--- src/rtl/lbd_pkg.sv ---
// Purpose: Constants for link and balance-diagnostic configuration bank
// Assumes: APB3 slave, 32-bit data, one aligned word per register
// Notes:   Byte address is four times the register index
// Functional notes
// - Upper loopback routes upper transmit to receive
// - Adaptive bit enables transmitter adaptive mode
// - Lower float bit idles lower drivers undriven
// - Upper float bit idles upper drivers undriven
// - Link bit nine stores and returns written value
// - Polarity mirror shares storage with polarity
// - Polarity sampled only at measurement cycle start
// - Mirrored cell write updates cell enables
// - Mirrored cell read returns current cell enables
package lbd_pkg;
	// ----------------------------------------------------------------
	// Register map
	// ----------------------------------------------------------------
	localparam int        ADDR_W        = 8;
	localparam int        CELL_N        = 12;
	localparam logic [7:0] LINK_IDX     = 8'h1B;
	localparam logic [7:0] DIAG_IDX     = 8'h1C;
	localparam logic [7:0] MEAS_IDX     = 8'h20;
	localparam logic [7:0] LINK_ADDR    = 8'(LINK_IDX * 4);
	localparam logic [7:0] DIAG_ADDR    = 8'(DIAG_IDX * 4);
	localparam logic [7:0] MEAS_ADDR    = 8'(MEAS_IDX * 4);
	// ----------------------------------------------------------------
	// Field positions
	// ----------------------------------------------------------------
	localparam int        LINK_LOOP_BIT  = 15;
	localparam int        LINK_ADP_BIT   = 14;
	localparam int        LINK_LFLT_BIT  = 11;
	localparam int        LINK_UFLT_BIT  = 10;
	localparam int        LINK_RSV_BIT   = 9;
	localparam int        DIAG_ALT_BIT   = 13;
	localparam int        DIAG_POL_BIT   = 12;
	localparam int        CELL_LSB       = 0;
	localparam int        CELL_MSB       = 11;
	// ----------------------------------------------------------------
	// Reset values
	// ----------------------------------------------------------------
	localparam logic        RST_BIT      = 1'h0;
	localparam logic [11:0] RST_CELLS    = 12'h000;
	localparam logic [31:0] RST_WORD     = 32'h0000_0000;
endpackage

--- src/rtl/lbd_cfg_if.sv ---
`timescale 1ns/1ns
// Purpose: Configuration carried from register bank to its helpers
// Assumes: Single clock domain
// Notes:   Bank drives, helpers only read
interface lbd_cfg_if;
	logic        lower_tx_idle_float;
	logic        upper_tx_idle_float;
	logic        polarity;
	logic        mirrored_alt_mux_select;
	logic [11:0] cell_channel_enables;
	modport src (
		output lower_tx_idle_float,
		output upper_tx_idle_float,
		output polarity,
		output mirrored_alt_mux_select,
		output cell_channel_enables
	);
	modport dst (
		input lower_tx_idle_float,
		input upper_tx_idle_float,
		input polarity,
		input mirrored_alt_mux_select,
		input cell_channel_enables
	);
endinterface

--- src/rtl/lbd_tx_idle.sv ---
`timescale 1ns/1ns
// Purpose: One UART transmit driver with selectable idle state
// Assumes: Output enable low while driving
// Notes:   UPPER picks which float bit applies
module lbd_tx_idle
	import lbd_pkg::*;
#(
	parameter bit UPPER = 1'b0
) (
	input  wire logic core_clk,
	input  wire logic srst,
	lbd_cfg_if.dst    cfg,
	input  wire logic tx_active,
	input  wire logic tx_data,
	output logic      pin_out,
	output logic      pin_oe_n
);
	typedef struct packed {
		logic out;
		logic oe_n;
	} lbd_tx_s;
	lbd_tx_s st;
	lbd_tx_s next_st;
	logic    idle_float;

	assign idle_float = UPPER ? cfg.upper_tx_idle_float
				  : cfg.lower_tx_idle_float;

	always_comb begin
		next_st = st;
		if (tx_active) begin
			next_st.out  = tx_data;
			next_st.oe_n = 1'b0;
		end else begin
			// Idle low by default, released when float set
			next_st.out  = 1'b0;
			next_st.oe_n = idle_float;
		end
	end

	always_ff @(posedge core_clk) begin
		if (srst) begin
			st <= '{out: 1'b0, oe_n: 1'b0};
		end else begin
			st <= next_st;
		end
	end

	assign pin_out  = st.out;
	assign pin_oe_n = st.oe_n;
endmodule

--- src/rtl/lbd_meas_latch.sv ---
`timescale 1ns/1ns
// Purpose: Settings seen by conversion logic
// Assumes: meas_start is a one-cycle pulse
// Notes:   Polarity frozen through a measurement cycle
module lbd_meas_latch
	import lbd_pkg::*;
(
	input  wire logic core_clk,
	input  wire logic srst,
	lbd_cfg_if.dst    cfg,
	input  wire logic meas_start,
	output logic      conv_polarity,
	output logic      conv_alt_mux,
	output logic [11:0] conv_cells
);
	typedef struct packed {
		logic        pol;
		logic        alt;
		logic [11:0] cells;
	} lbd_ml_s;
	lbd_ml_s st;
	lbd_ml_s next_st;

	always_comb begin
		next_st       = st;
		next_st.alt   = cfg.mirrored_alt_mux_select;
		next_st.cells = cfg.cell_channel_enables;
		// Mid-cycle polarity changes wait for the next start
		if (meas_start) begin
			next_st.pol = cfg.polarity;
		end
	end

	always_ff @(posedge core_clk) begin
		if (srst) begin
			st <= '{pol: RST_BIT, alt: RST_BIT, cells: RST_CELLS};
		end else begin
			st <= next_st;
		end
	end

	assign conv_polarity = st.pol;
	assign conv_alt_mux  = st.alt;
	assign conv_cells    = st.cells;
endmodule

--- src/rtl/lbd_regs.sv ---
`timescale 1ns/1ns
// Purpose: Link and balance-diagnostic configuration registers on APB
// Assumes: APB3 master, inputs synchronous to core_clk
// Notes:   Cell, polarity and alt-mux bits shared with measurement reg
module lbd_regs
	import lbd_pkg::*;
(
	input  wire logic              core_clk,
	input  wire logic              srst,
	input  wire logic [ADDR_W-1:0] paddr,
	input  wire logic              psel,
	input  wire logic              penable,
	input  wire logic              pwrite,
	input  wire logic [31:0]       pwdata,
	output logic [31:0]            prdata,
	output logic                   pready,
	output logic                   pslverr,
	input  wire logic              upper_tx_active,
	input  wire logic              upper_tx_data,
	input  wire logic              upper_rx_pin,
	output logic                   upper_rx_to_core,
	output logic                   upper_tx_pin_out,
	output logic                   upper_tx_pin_oe_n,
	input  wire logic              lower_tx_active,
	input  wire logic              lower_tx_data,
	output logic                   lower_tx_pin_out,
	output logic                   lower_tx_pin_oe_n,
	output logic                   tx_adaptive_enable,
	input  wire logic              meas_start,
	output logic                   conv_polarity,
	output logic                   conv_alt_mux,
	output logic [11:0]            conv_cells
);
	// ----------------------------------------------------------------
	// State
	// ----------------------------------------------------------------
	typedef struct packed {
		logic        pready;
		logic        pslverr;
		logic [31:0] prdata;
		logic        loop;
		logic        adp;
		logic        lflt;
		logic        uflt;
		logic        rsv9;
		logic        pol;
		logic        alt;
		logic [11:0] cells;
		logic        rx_core;
	} lbd_regs_s;

	lbd_regs_s   st;
	lbd_regs_s   next_st;
	logic        setup;
	logic        wr;
	logic        mapped;
	logic [31:0] rd_word;
	logic [18:0] store_bits;

	lbd_cfg_if cfg ();

	// ----------------------------------------------------------------
	// Bus decode
	// ----------------------------------------------------------------
	assign setup  = psel && !penable;
	assign mapped = (paddr == LINK_ADDR) || (paddr == DIAG_ADDR)
		|| (paddr == MEAS_ADDR);
	// Write lands only on the completing edge of a mapped access
	assign wr = psel && penable && st.pready && pwrite && !st.pslverr;
	// Whole user-visible store, gathered for hold checks
	assign store_bits = {st.loop, st.adp, st.lflt, st.uflt, st.rsv9,
		st.pol, st.alt, st.cells};

	always_comb begin
		rd_word = RST_WORD;
		unique case (paddr)
			LINK_ADDR: begin
				rd_word[LINK_LOOP_BIT] = st.loop;
				rd_word[LINK_ADP_BIT]  = st.adp;
				rd_word[LINK_LFLT_BIT] = st.lflt;
				rd_word[LINK_UFLT_BIT] = st.uflt;
				rd_word[LINK_RSV_BIT]  = st.rsv9;
			end
			DIAG_ADDR, MEAS_ADDR: begin
				// Both views read the one shared store
				rd_word[DIAG_ALT_BIT] = st.alt;
				rd_word[DIAG_POL_BIT] = st.pol;
				rd_word[CELL_MSB:CELL_LSB] = st.cells;
			end
			default: begin
				rd_word = RST_WORD;
			end
		endcase
	end

	// ----------------------------------------------------------------
	// Next state
	// ----------------------------------------------------------------
	always_comb begin
		next_st         = st;
		// One wait-free access cycle; low again after completion
		next_st.pready  = setup;
		next_st.pslverr = setup && !mapped;
		if (setup) begin
			next_st.prdata = mapped ? rd_word : RST_WORD;
		end
		if (wr) begin
			unique case (paddr)
				LINK_ADDR: begin
					next_st.loop = pwdata[LINK_LOOP_BIT];
					next_st.adp  = pwdata[LINK_ADP_BIT];
					next_st.lflt = pwdata[LINK_LFLT_BIT];
					next_st.uflt = pwdata[LINK_UFLT_BIT];
					next_st.rsv9 = pwdata[LINK_RSV_BIT];
				end
				DIAG_ADDR, MEAS_ADDR: begin
					next_st.alt   = pwdata[DIAG_ALT_BIT];
					next_st.pol   = pwdata[DIAG_POL_BIT];
					next_st.cells = pwdata[CELL_MSB:CELL_LSB];
				end
				default: begin
					next_st.loop = st.loop;
				end
			endcase
		end
		// Loopback bypasses the chain, so a host can find a break
		next_st.rx_core = st.loop ? upper_tx_data : upper_rx_pin;
	end

	always_ff @(posedge core_clk) begin
		if (srst) begin
			st <= '{pready: 1'b0, pslverr: 1'b0, prdata: RST_WORD,
				loop: RST_BIT, adp: RST_BIT, lflt: RST_BIT,
				uflt: RST_BIT, rsv9: RST_BIT, pol: RST_BIT,
				alt: RST_BIT, cells: RST_CELLS, rx_core: 1'b0};
		end else begin
			st <= next_st;
		end
	end

	// ----------------------------------------------------------------
	// Outputs and helpers
	// ----------------------------------------------------------------
	assign prdata             = st.prdata;
	assign pready             = st.pready;
	assign pslverr            = st.pslverr;
	assign upper_rx_to_core   = st.rx_core;
	assign tx_adaptive_enable = st.adp;

	assign cfg.lower_tx_idle_float     = st.lflt;
	assign cfg.upper_tx_idle_float     = st.uflt;
	assign cfg.polarity                = st.pol;
	assign cfg.mirrored_alt_mux_select = st.alt;
	assign cfg.cell_channel_enables    = st.cells;

	lbd_tx_idle #(.UPPER(1'b0)) u_lower_tx (
		.core_clk  (core_clk),
		.srst      (srst),
		.cfg       (cfg.dst),
		.tx_active (lower_tx_active),
		.tx_data   (lower_tx_data),
		.pin_out   (lower_tx_pin_out),
		.pin_oe_n  (lower_tx_pin_oe_n)
	);

	lbd_tx_idle #(.UPPER(1'b1)) u_upper_tx (
		.core_clk  (core_clk),
		.srst      (srst),
		.cfg       (cfg.dst),
		.tx_active (upper_tx_active),
		.tx_data   (upper_tx_data),
		.pin_out   (upper_tx_pin_out),
		.pin_oe_n  (upper_tx_pin_oe_n)
	);

	lbd_meas_latch u_meas (
		.core_clk      (core_clk),
		.srst          (srst),
		.cfg           (cfg.dst),
		.meas_start    (meas_start),
		.conv_polarity (conv_polarity),
		.conv_alt_mux  (conv_alt_mux),
		.conv_cells    (conv_cells)
	);
endmodule

--- config.mk ---
export PLATFORM = sky130hd
export DESIGN_NAME = lbd_regs
export DESIGN_NICKNAME = d
export VERILOG_FILES = /design/src/rtl/lbd_pkg.sv /design/src/rtl/lbd_cfg_if.sv /design/src/rtl/lbd_tx_idle.sv /design/src/rtl/lbd_meas_latch.sv /design/src/rtl/lbd_regs.sv
export SDC_FILE = /design/constraint.sdc
export NUM_CORES = 1
export LEC_CHECK = 0
export ABC_AREA = 0
export BUFFER_PORTS_ARGS = -buffer_cell sky130_fd_sc_hd__buf_2
export CAP_MARGIN = 0
export CORE_ASPECT_RATIO = 0.9
export CORE_MARGIN = 10
export CORE_UTILIZATION = 41
export DETAILED_ROUTE_END_ITERATION = 12
export PLACE_DENSITY = 0.75
export RECOVER_POWER = 25
export SYNTH_ARGS = -nofsm -noshare
export SYNTH_HDL_FRONTEND = slang
export SYNTH_SLANG_ARGS = --single-unit
export TNS_END_PERCENT = 20
--- constraint.sdc ---
create_clock -name core_clk -period 1.4 [get_ports core_clk]
set_input_delay 0.07 -clock core_clk [delete_from_list [all_inputs] [get_ports core_clk]]
set_output_delay 0.07 -clock core_clk [all_outputs]
set_load 0.01 [all_outputs]
==> impl_metrics.yaml, run 1 <==
timing:
  final_max_slew_viol_count: 0
  hold_violations: 0
  fin_crit_sh_pct: 94.6
  holdWs_ns: 0.00930
  setup-violations-final: 0
  finClkSkew_ns: 0.0108
  fmax_mhz: 755
  fin_crit_ns: 1.32
cells_and_area:
  final_common_cell: "buf_2"
  area_growth_pct: 24.7
  drive_above_1_share_pct: 32.9
  n_antenna_cell: 0
  final_util_pct: 52.3
  fin_area_um2: 2710
  mostFrequentLayoutCells: "buf_2, dfxtp_1, nand3_1"
  layout.nets: 363
  final_cells: 380
floorplan:
  num_rows: 25
  die_w_um: 96.8
  fp.dieH_um: 89.1
  start_util_pct: 41.9
  dieArea_um2: 8620
  ios: 105
  core_area_um2: 5190
setup_path:
  arrival_ns: 1.52
  start_kind: "flip-flop"
  endpoint_kind: "flip-flop"
  cpPeakStageDelay_ns: 0.39
  timing.rr.start: "pslverr$_SDFF_PP0_"
  critPathKind: "flip-flop to flip-flop"
  r2r_slack_ns: 0.08
  crit_fanout: 14
  cp_cell_sequence: "nand4b_1 > a2111o_1 > buf_6 > nand2_1 > a21oi_1"
  critPathSlowestCell: "a2111o_1"
  required_ns: 1.59
  r2r-end: "cfg.cell_channel_enables[2]$_SDFFE_PP0P_"
  worstRegToRegCells: 5
pwr:
  p_leak_nw: 1.18
  irDropWorstVdd_mv: 0.616
  power_density_nw_per_um2: 986
min_path:
  hp-start: "pwdata[3]"
  holdPathEnd: "cfg.cell_channel_enables[3]$_SDFFE_PP0P_"
  whs_path_depth: 3
  min_path_type: "primary input to flip-flop"
grt:
  antenna_found_initial: 0
  grt_pass1_vias: 1801
  gr-total-overflow: 0
  grt_max_degree: 22
  grt_usage_pct: 11.8
  grt_pass1_wl_um: 8450
yosys:
  ys_seq_area_share_pct: 51.5
  synth_edf_count: 0
  synth_ff_type: "dfxtp_1"
  synth_warnings: 0
  synth.distinct_cells: 32
  syn_inst: 235
  async_flop_share_pct: 0
  netlist_area_um2: 2180
  syn_area_per_cell_um2: 9.26
  synth-seq-cells: 56
cts:
  clock_path_buffers: 2
  htree_levels: 2
  clk_latency_ns: 0.30
  clock-sinks: 56
  cts.clk_slew.worst_paths_ns: 0.10
  root_buffer: "clkbuf_8"
  cts_tree: "yes"
  numCtsBuffers: 5
detailed_routing:
  postRouteAntennaNets: 0
  first_pass_iters: 6
  drt_iter0_markers: 50
  viasPerCell: 4.75
  wl_um: 5350
  routedWlPerCell_um: 14.1
  vias: 1804
  drcViolationCount: 0
placement:
  placed_cells: 361
  gp_congestion: 0.774
  place_area_um2: 2510
  dp_hpwl_um: 4190
  port_buffers: 72
status:
  status: "complete, no violations"
flow_run:
  maxCapViolations: 0
==> metal layers <==
layer | wire length [um] | part of all wire, % | track usage (%)
met3 | 399 | 7.5 | 4.71
met4 | 31 | 0.58 | 3.61
met5 | 0 | 0 | 0
met2 | 2490 | 46 | 19.5
met1 | 2440 | 46 | 13.9
==> registers in the layout, summed over array words and instances (netlist names), 2 cells and up <==
register,flops
cfg.cell_channel_enables,12
prdata,16
st,2
u_meas.conv_cells,12
==> worst max-delay path by stage <==
stage | startpoint | endpoint | slack (ns) | cells past startpoint
2_1_floorplan | paddr[3] | cfg.cell_channel_enables[1]$_SDFFE_PP0P_ | -0.05 | 5
3_3_place_gp | paddr[6] | cfg.cell_channel_enables[10]$_SDFFE_PP0P_ | -0.16 | 6
3_5_place_dp | paddr[3] | prdata[10]$_SDFFE_PP0P_ | -0.21 | 7
4_1_cts | pslverr$_SDFF_PP0_ | cfg.mirrored_alt_mux_select$_SDFFE_PP0P_ | 0.03 | 5
5_1_grt | pslverr$_SDFF_PP0_ | st[15]$_SDFFE_PP0P_ | -0.02 | 4
6_report | pslverr$_SDFF_PP0_ | cfg.cell_channel_enables[2]$_SDFFE_PP0P_ | 0.08 | 5
==> cells in the mapped netlist, drive strengths merged, types with 2 or more instances <==
| cell | n | share of area [%] |
|---|---|---|
| a21oi | 22 | 5.2 |
| a221oi | 3 | 1.2 |
| a22oi | 11 | 3.8 |
| and3b | 2 | 0.81 |
| buf | 36 | 12 |
| clkbuf | 9 | 1.6 |
| dfxtp | 56 | 52 |
| mux2i | 2 | 0.92 |
| nand2 | 16 | 2.8 |
| nand3 | 21 | 4.8 |
| nand4b | 2 | 0.81 |
| nor2 | 20 | 3.5 |
| nor2b | 13 | 3.7 |
| nor3 | 3 | 0.69 |
| nor3b | 2 | 0.69 |
| o21ai | 5 | 1.1 |
==> where the power goes <==
| group | leakage, nW | switching (mW) | internal [mW] |
|---|---|---|---|
| logic | 0.683 | 0.109 | 0.0914 |
| registers | 0.453 | 0.00412 | 1.60 |
| clock network | 0.0445 | 0.514 | 0.356 |
==> metrics by stage <==
step	TNS, ns	setup slack (ns)	power, mW
finish	0	0.0760	2.68
global route	-0.0154	-0.0154	2.80
CTS	0	0.0273	2.71
detailed placement	-4.88	-0.209	1.82
global placement	-3.84	-0.160	1.82
floorplan	-0.499	-0.0499	1.76
==> layout make-up <==
type                       count  area (um^2)
inverter                       1         3.75
clock buffer                   5         68.8
sequential                    56         1120
timing repair buffer         100          598
tap                           67         83.8
fill                         531         2480
clock inverter                 3         21.3
multi-input combinational    148          816
==> critical path: cells and delay by family, from the launching register on <==
family,cells,cell delay [ns]
AND/OR/NAND/NOR,2,0.28
AO/OA/AOI/OAI,2,0.45
flip-flops,1,0.33
buffers and inverters,1,0.16
==> logic make-up after synthesis <==
kind of cell / after synthesis / synth area share (%)
buffers and inverters: 46 / 14.2
other: 1 / 0.172
muxes: 2 / 0.920
DFF: 56 / 51.5
and+or+nand+nor: 87 / 20.9
AOI/OAI and AO/OA: 43 / 12.2
==> timing repair <==
action                                 CTS  global route
endpoints found under the hold margin    7             3
setup buffers                            0             1
hold buffers                             7             3
setup endpoints to repair                0            16
resized for setup                        0             5
(Power assumes the default switching activity.)
==> run 2: changes to the inputs <==
--- a/config.mk
+++ b/config.mk
@@ -10,10 +10,10 @@
 export CAP_MARGIN = 0
 export CORE_ASPECT_RATIO = 0.9
 export CORE_MARGIN = 10
-export CORE_UTILIZATION = 41
+export CORE_UTILIZATION = 49
 export DETAILED_ROUTE_END_ITERATION = 12
-export PLACE_DENSITY = 0.75
-export RECOVER_POWER = 25
+export PLACE_DENSITY = 0.84
+export RECOVER_POWER = 100
 export SYNTH_ARGS = -nofsm -noshare
 export SYNTH_HDL_FRONTEND = slang
 export SYNTH_SLANG_ARGS = --single-unit
==> constraint.sdc (replaced) <==
create_clock -name core_clk -period 1.7 [get_ports core_clk]
set_input_delay 0.085 -clock core_clk [delete_from_list [all_inputs] [get_ports core_clk]]
set_output_delay 0.085 -clock core_clk [all_outputs]
set_load 0.01 [all_outputs]
==> run 2 against run 1 <==
Compared with the run above: flip-flop and latch count did not move; critical path type is now primary input to flip-flop; total power fell by 19%; global-route usage rose by 1.7 points; largest cell class unchanged; sequential share of layout area rose by 3.8 points.
==> impl_metrics.yaml, run 2 (synthesized netlist as in run 1, its figures left out) <==
status:
  status: "complete, no violations"
cells_and_area:
  n_antenna_cell: 0
  layout.nets: 345
  final_common_cell: "dfxtp_1"
  largest_register_ffs: 16
  drive_above_1_share_pct: 16.3
  area_growth_pct: 14.1
  ff_latch_area_um2: 1120
  fillers: 420
  multi_input_area_um2: 802
  final_util_pct: 59.3
  final_cells: 355
  mostFrequentLayoutCells: "dfxtp_1, clkbuf_1, buf_2"
floorplan:
  num_rows: 22
  core_area_um2: 4180
  fp.dieH_um: 83.2
  die_w_um: 90.2
  start_util_pct: 52.0
  dieArea_um2: 7510
  ios: 105
setup_path:
  arrival_ns: 1.72
  timing.rr.start: "pslverr$_SDFF_PP0_"
  cp-startpoint: "paddr[3]"
  endpoint_kind: "flip-flop"
  r2r_slack_ns: 0.25
  start_kind: "primary input"
  critPathKind: "primary input to flip-flop"
  crit_fanout: 11
  worstRegToRegCells: 5
  r2r-end: "cfg.cell_channel_enables[8]$_SDFFE_PP0P_"
  required_ns: 1.94
cts:
  root_buffer: "clkbuf_8"
  htree_levels: 2
  clock-sinks: 56
  cts_tree: "yes"
  clock_path_buffers: 2
  cts.clk_slew.worst_paths_ns: 0.10
  clk_latency_ns: 0.30
  cts_resized: 0
  numCtsBuffers: 5
pwr:
  p_leak_nw: 0.929
  power_density_nw_per_um2: 873
  irDropWorstVdd_mv: 0.619
detailed_routing:
  met2_length_um: 2300
  first_pass_iters: 5
  routedWlPerCell_um: 14.7
  drt_iter0_markers: 92
  wl_met1_um: 2480
  vias: 1744
  top_layer: "met4"
  viasPerCell: 4.91
  wl_um: 5240
  wl_met3_um: 432
  drcViolationCount: 0
  postRouteAntennaNets: 0
min_path:
  whs_path_depth: 3
  holdPathEnd: "upper_rx_to_core$_SDFF_PP0_"
  min_path_type: "primary input to flip-flop"
  hp-start: "upper_rx_pin"
grt:
  antenna_found_initial: 0
  grt_usage_pct: 13.5
  grt_pass1_vias: 1801
  gr-total-overflow: 0
  grt_pass1_wl_um: 8610
  grt_max_degree: 29
timing:
  setup_tns_ns: 0
  setup-violations-final: 0
  rsz0062_at_grt: "no"
  final_max_slew_viol_count: 0
  final.setup.worst_slack_ns: 0.218
  fmax_mhz: 675
  hold_violations: 0
  fin_crit_ns: 1.48
  fin_crit_sh_pct: 87.2
  finClkSkew_ns: 0.00742
  max_slew.worst_pin.slew_ns: 1.13
  slew_headroom_pct: 24.9
placement:
  dp_hpwl_um: 3970
  placed_cells: 345
  dp_slack_ns: 0.0668
  port_buffers: 72
  gp_congestion: 0.751
flow_run:
  maxCapViolations: 0
run 2: cell count changes in the layout (fill, tap and decap cells not counted), moves of 2 or more:
cell,delta
buf_2,-37
buf_6,-2
dlygate4sd3_1,-8
buf_4,-12
clkbuf_1,+40
run 2: metrics by stage:
step | hold slack [ns] | total power, mW | instance area (um^2)
floorplan | 0.161 | 1.45 | 2230
global placement | 0.265 | 1.49 | 2430
detailed placement | 0.271 | 1.49 | 2430
CTS | 0.0152 | 2.18 | 2540
global route | 0.0232 | 2.26 | 2480
finish | 0.0243 | 2.17 | 2480
run 2: power breakdown:
group	switching, mW	internal [mW]
sequential	0.00358	1.32
combinational	0.0853	0.0517
clock	0.412	0.294
run 2: critical path, stage by stage:
cell and delay (ns):
buf_2 0.11, or4_4 0.55, a211oi_1 0.26, clkbuf_1 0.45
a22oi_1 0.13, nor2_1 0.13
run 2: worst max-delay path by stage:
stage / slack (ns) / depth (start not counted) / to
floorplan: 0.21 / 5 / cfg.cell_channel_enables[1]$_SDFFE_PP0P_
global placement: 0.08 / 6 / cfg.cell_channel_enables[8]$_SDFFE_PP0P_
detailed placement: 0.07 / 6 / cfg.polarity$_SDFFE_PP0P_
CTS: 0.31 / 5 / cfg.polarity$_SDFFE_PP0P_
global route: 0.11 / 6 / prdata[0]$_SDFFE_PP0P_
finish: 0.22 / 6 / prdata[5]$_SDFFE_PP0P_
run 2: timing repair:
action	in CTS	in global routing
hold buffers	2	0
endpoints found under the hold margin	2	0
buffers inserted	0	0
run 2: area by class of cell:
| cell class | instances | share of cell area, % |
|---|---|---|
| Timing Repair Buffer | 82 | 15.8 |
| Clock buffer | 6 | 2.92 |
| Sequential cell | 56 | 45.2 |
| Tap cell | 60 | 3.02 |
| Inverter | 1 | 0.151 |
| Multi-Input combinational cell | 148 | 32.3 |
| Clock inverter | 2 | 0.655 |
run 2: layer usage:
layer  vias up  GRT usage (%)
met5         -              0
met4         0           3.16
met3         2           6.38
met2        72           22.2
met1       799           15.6
li1        871              -
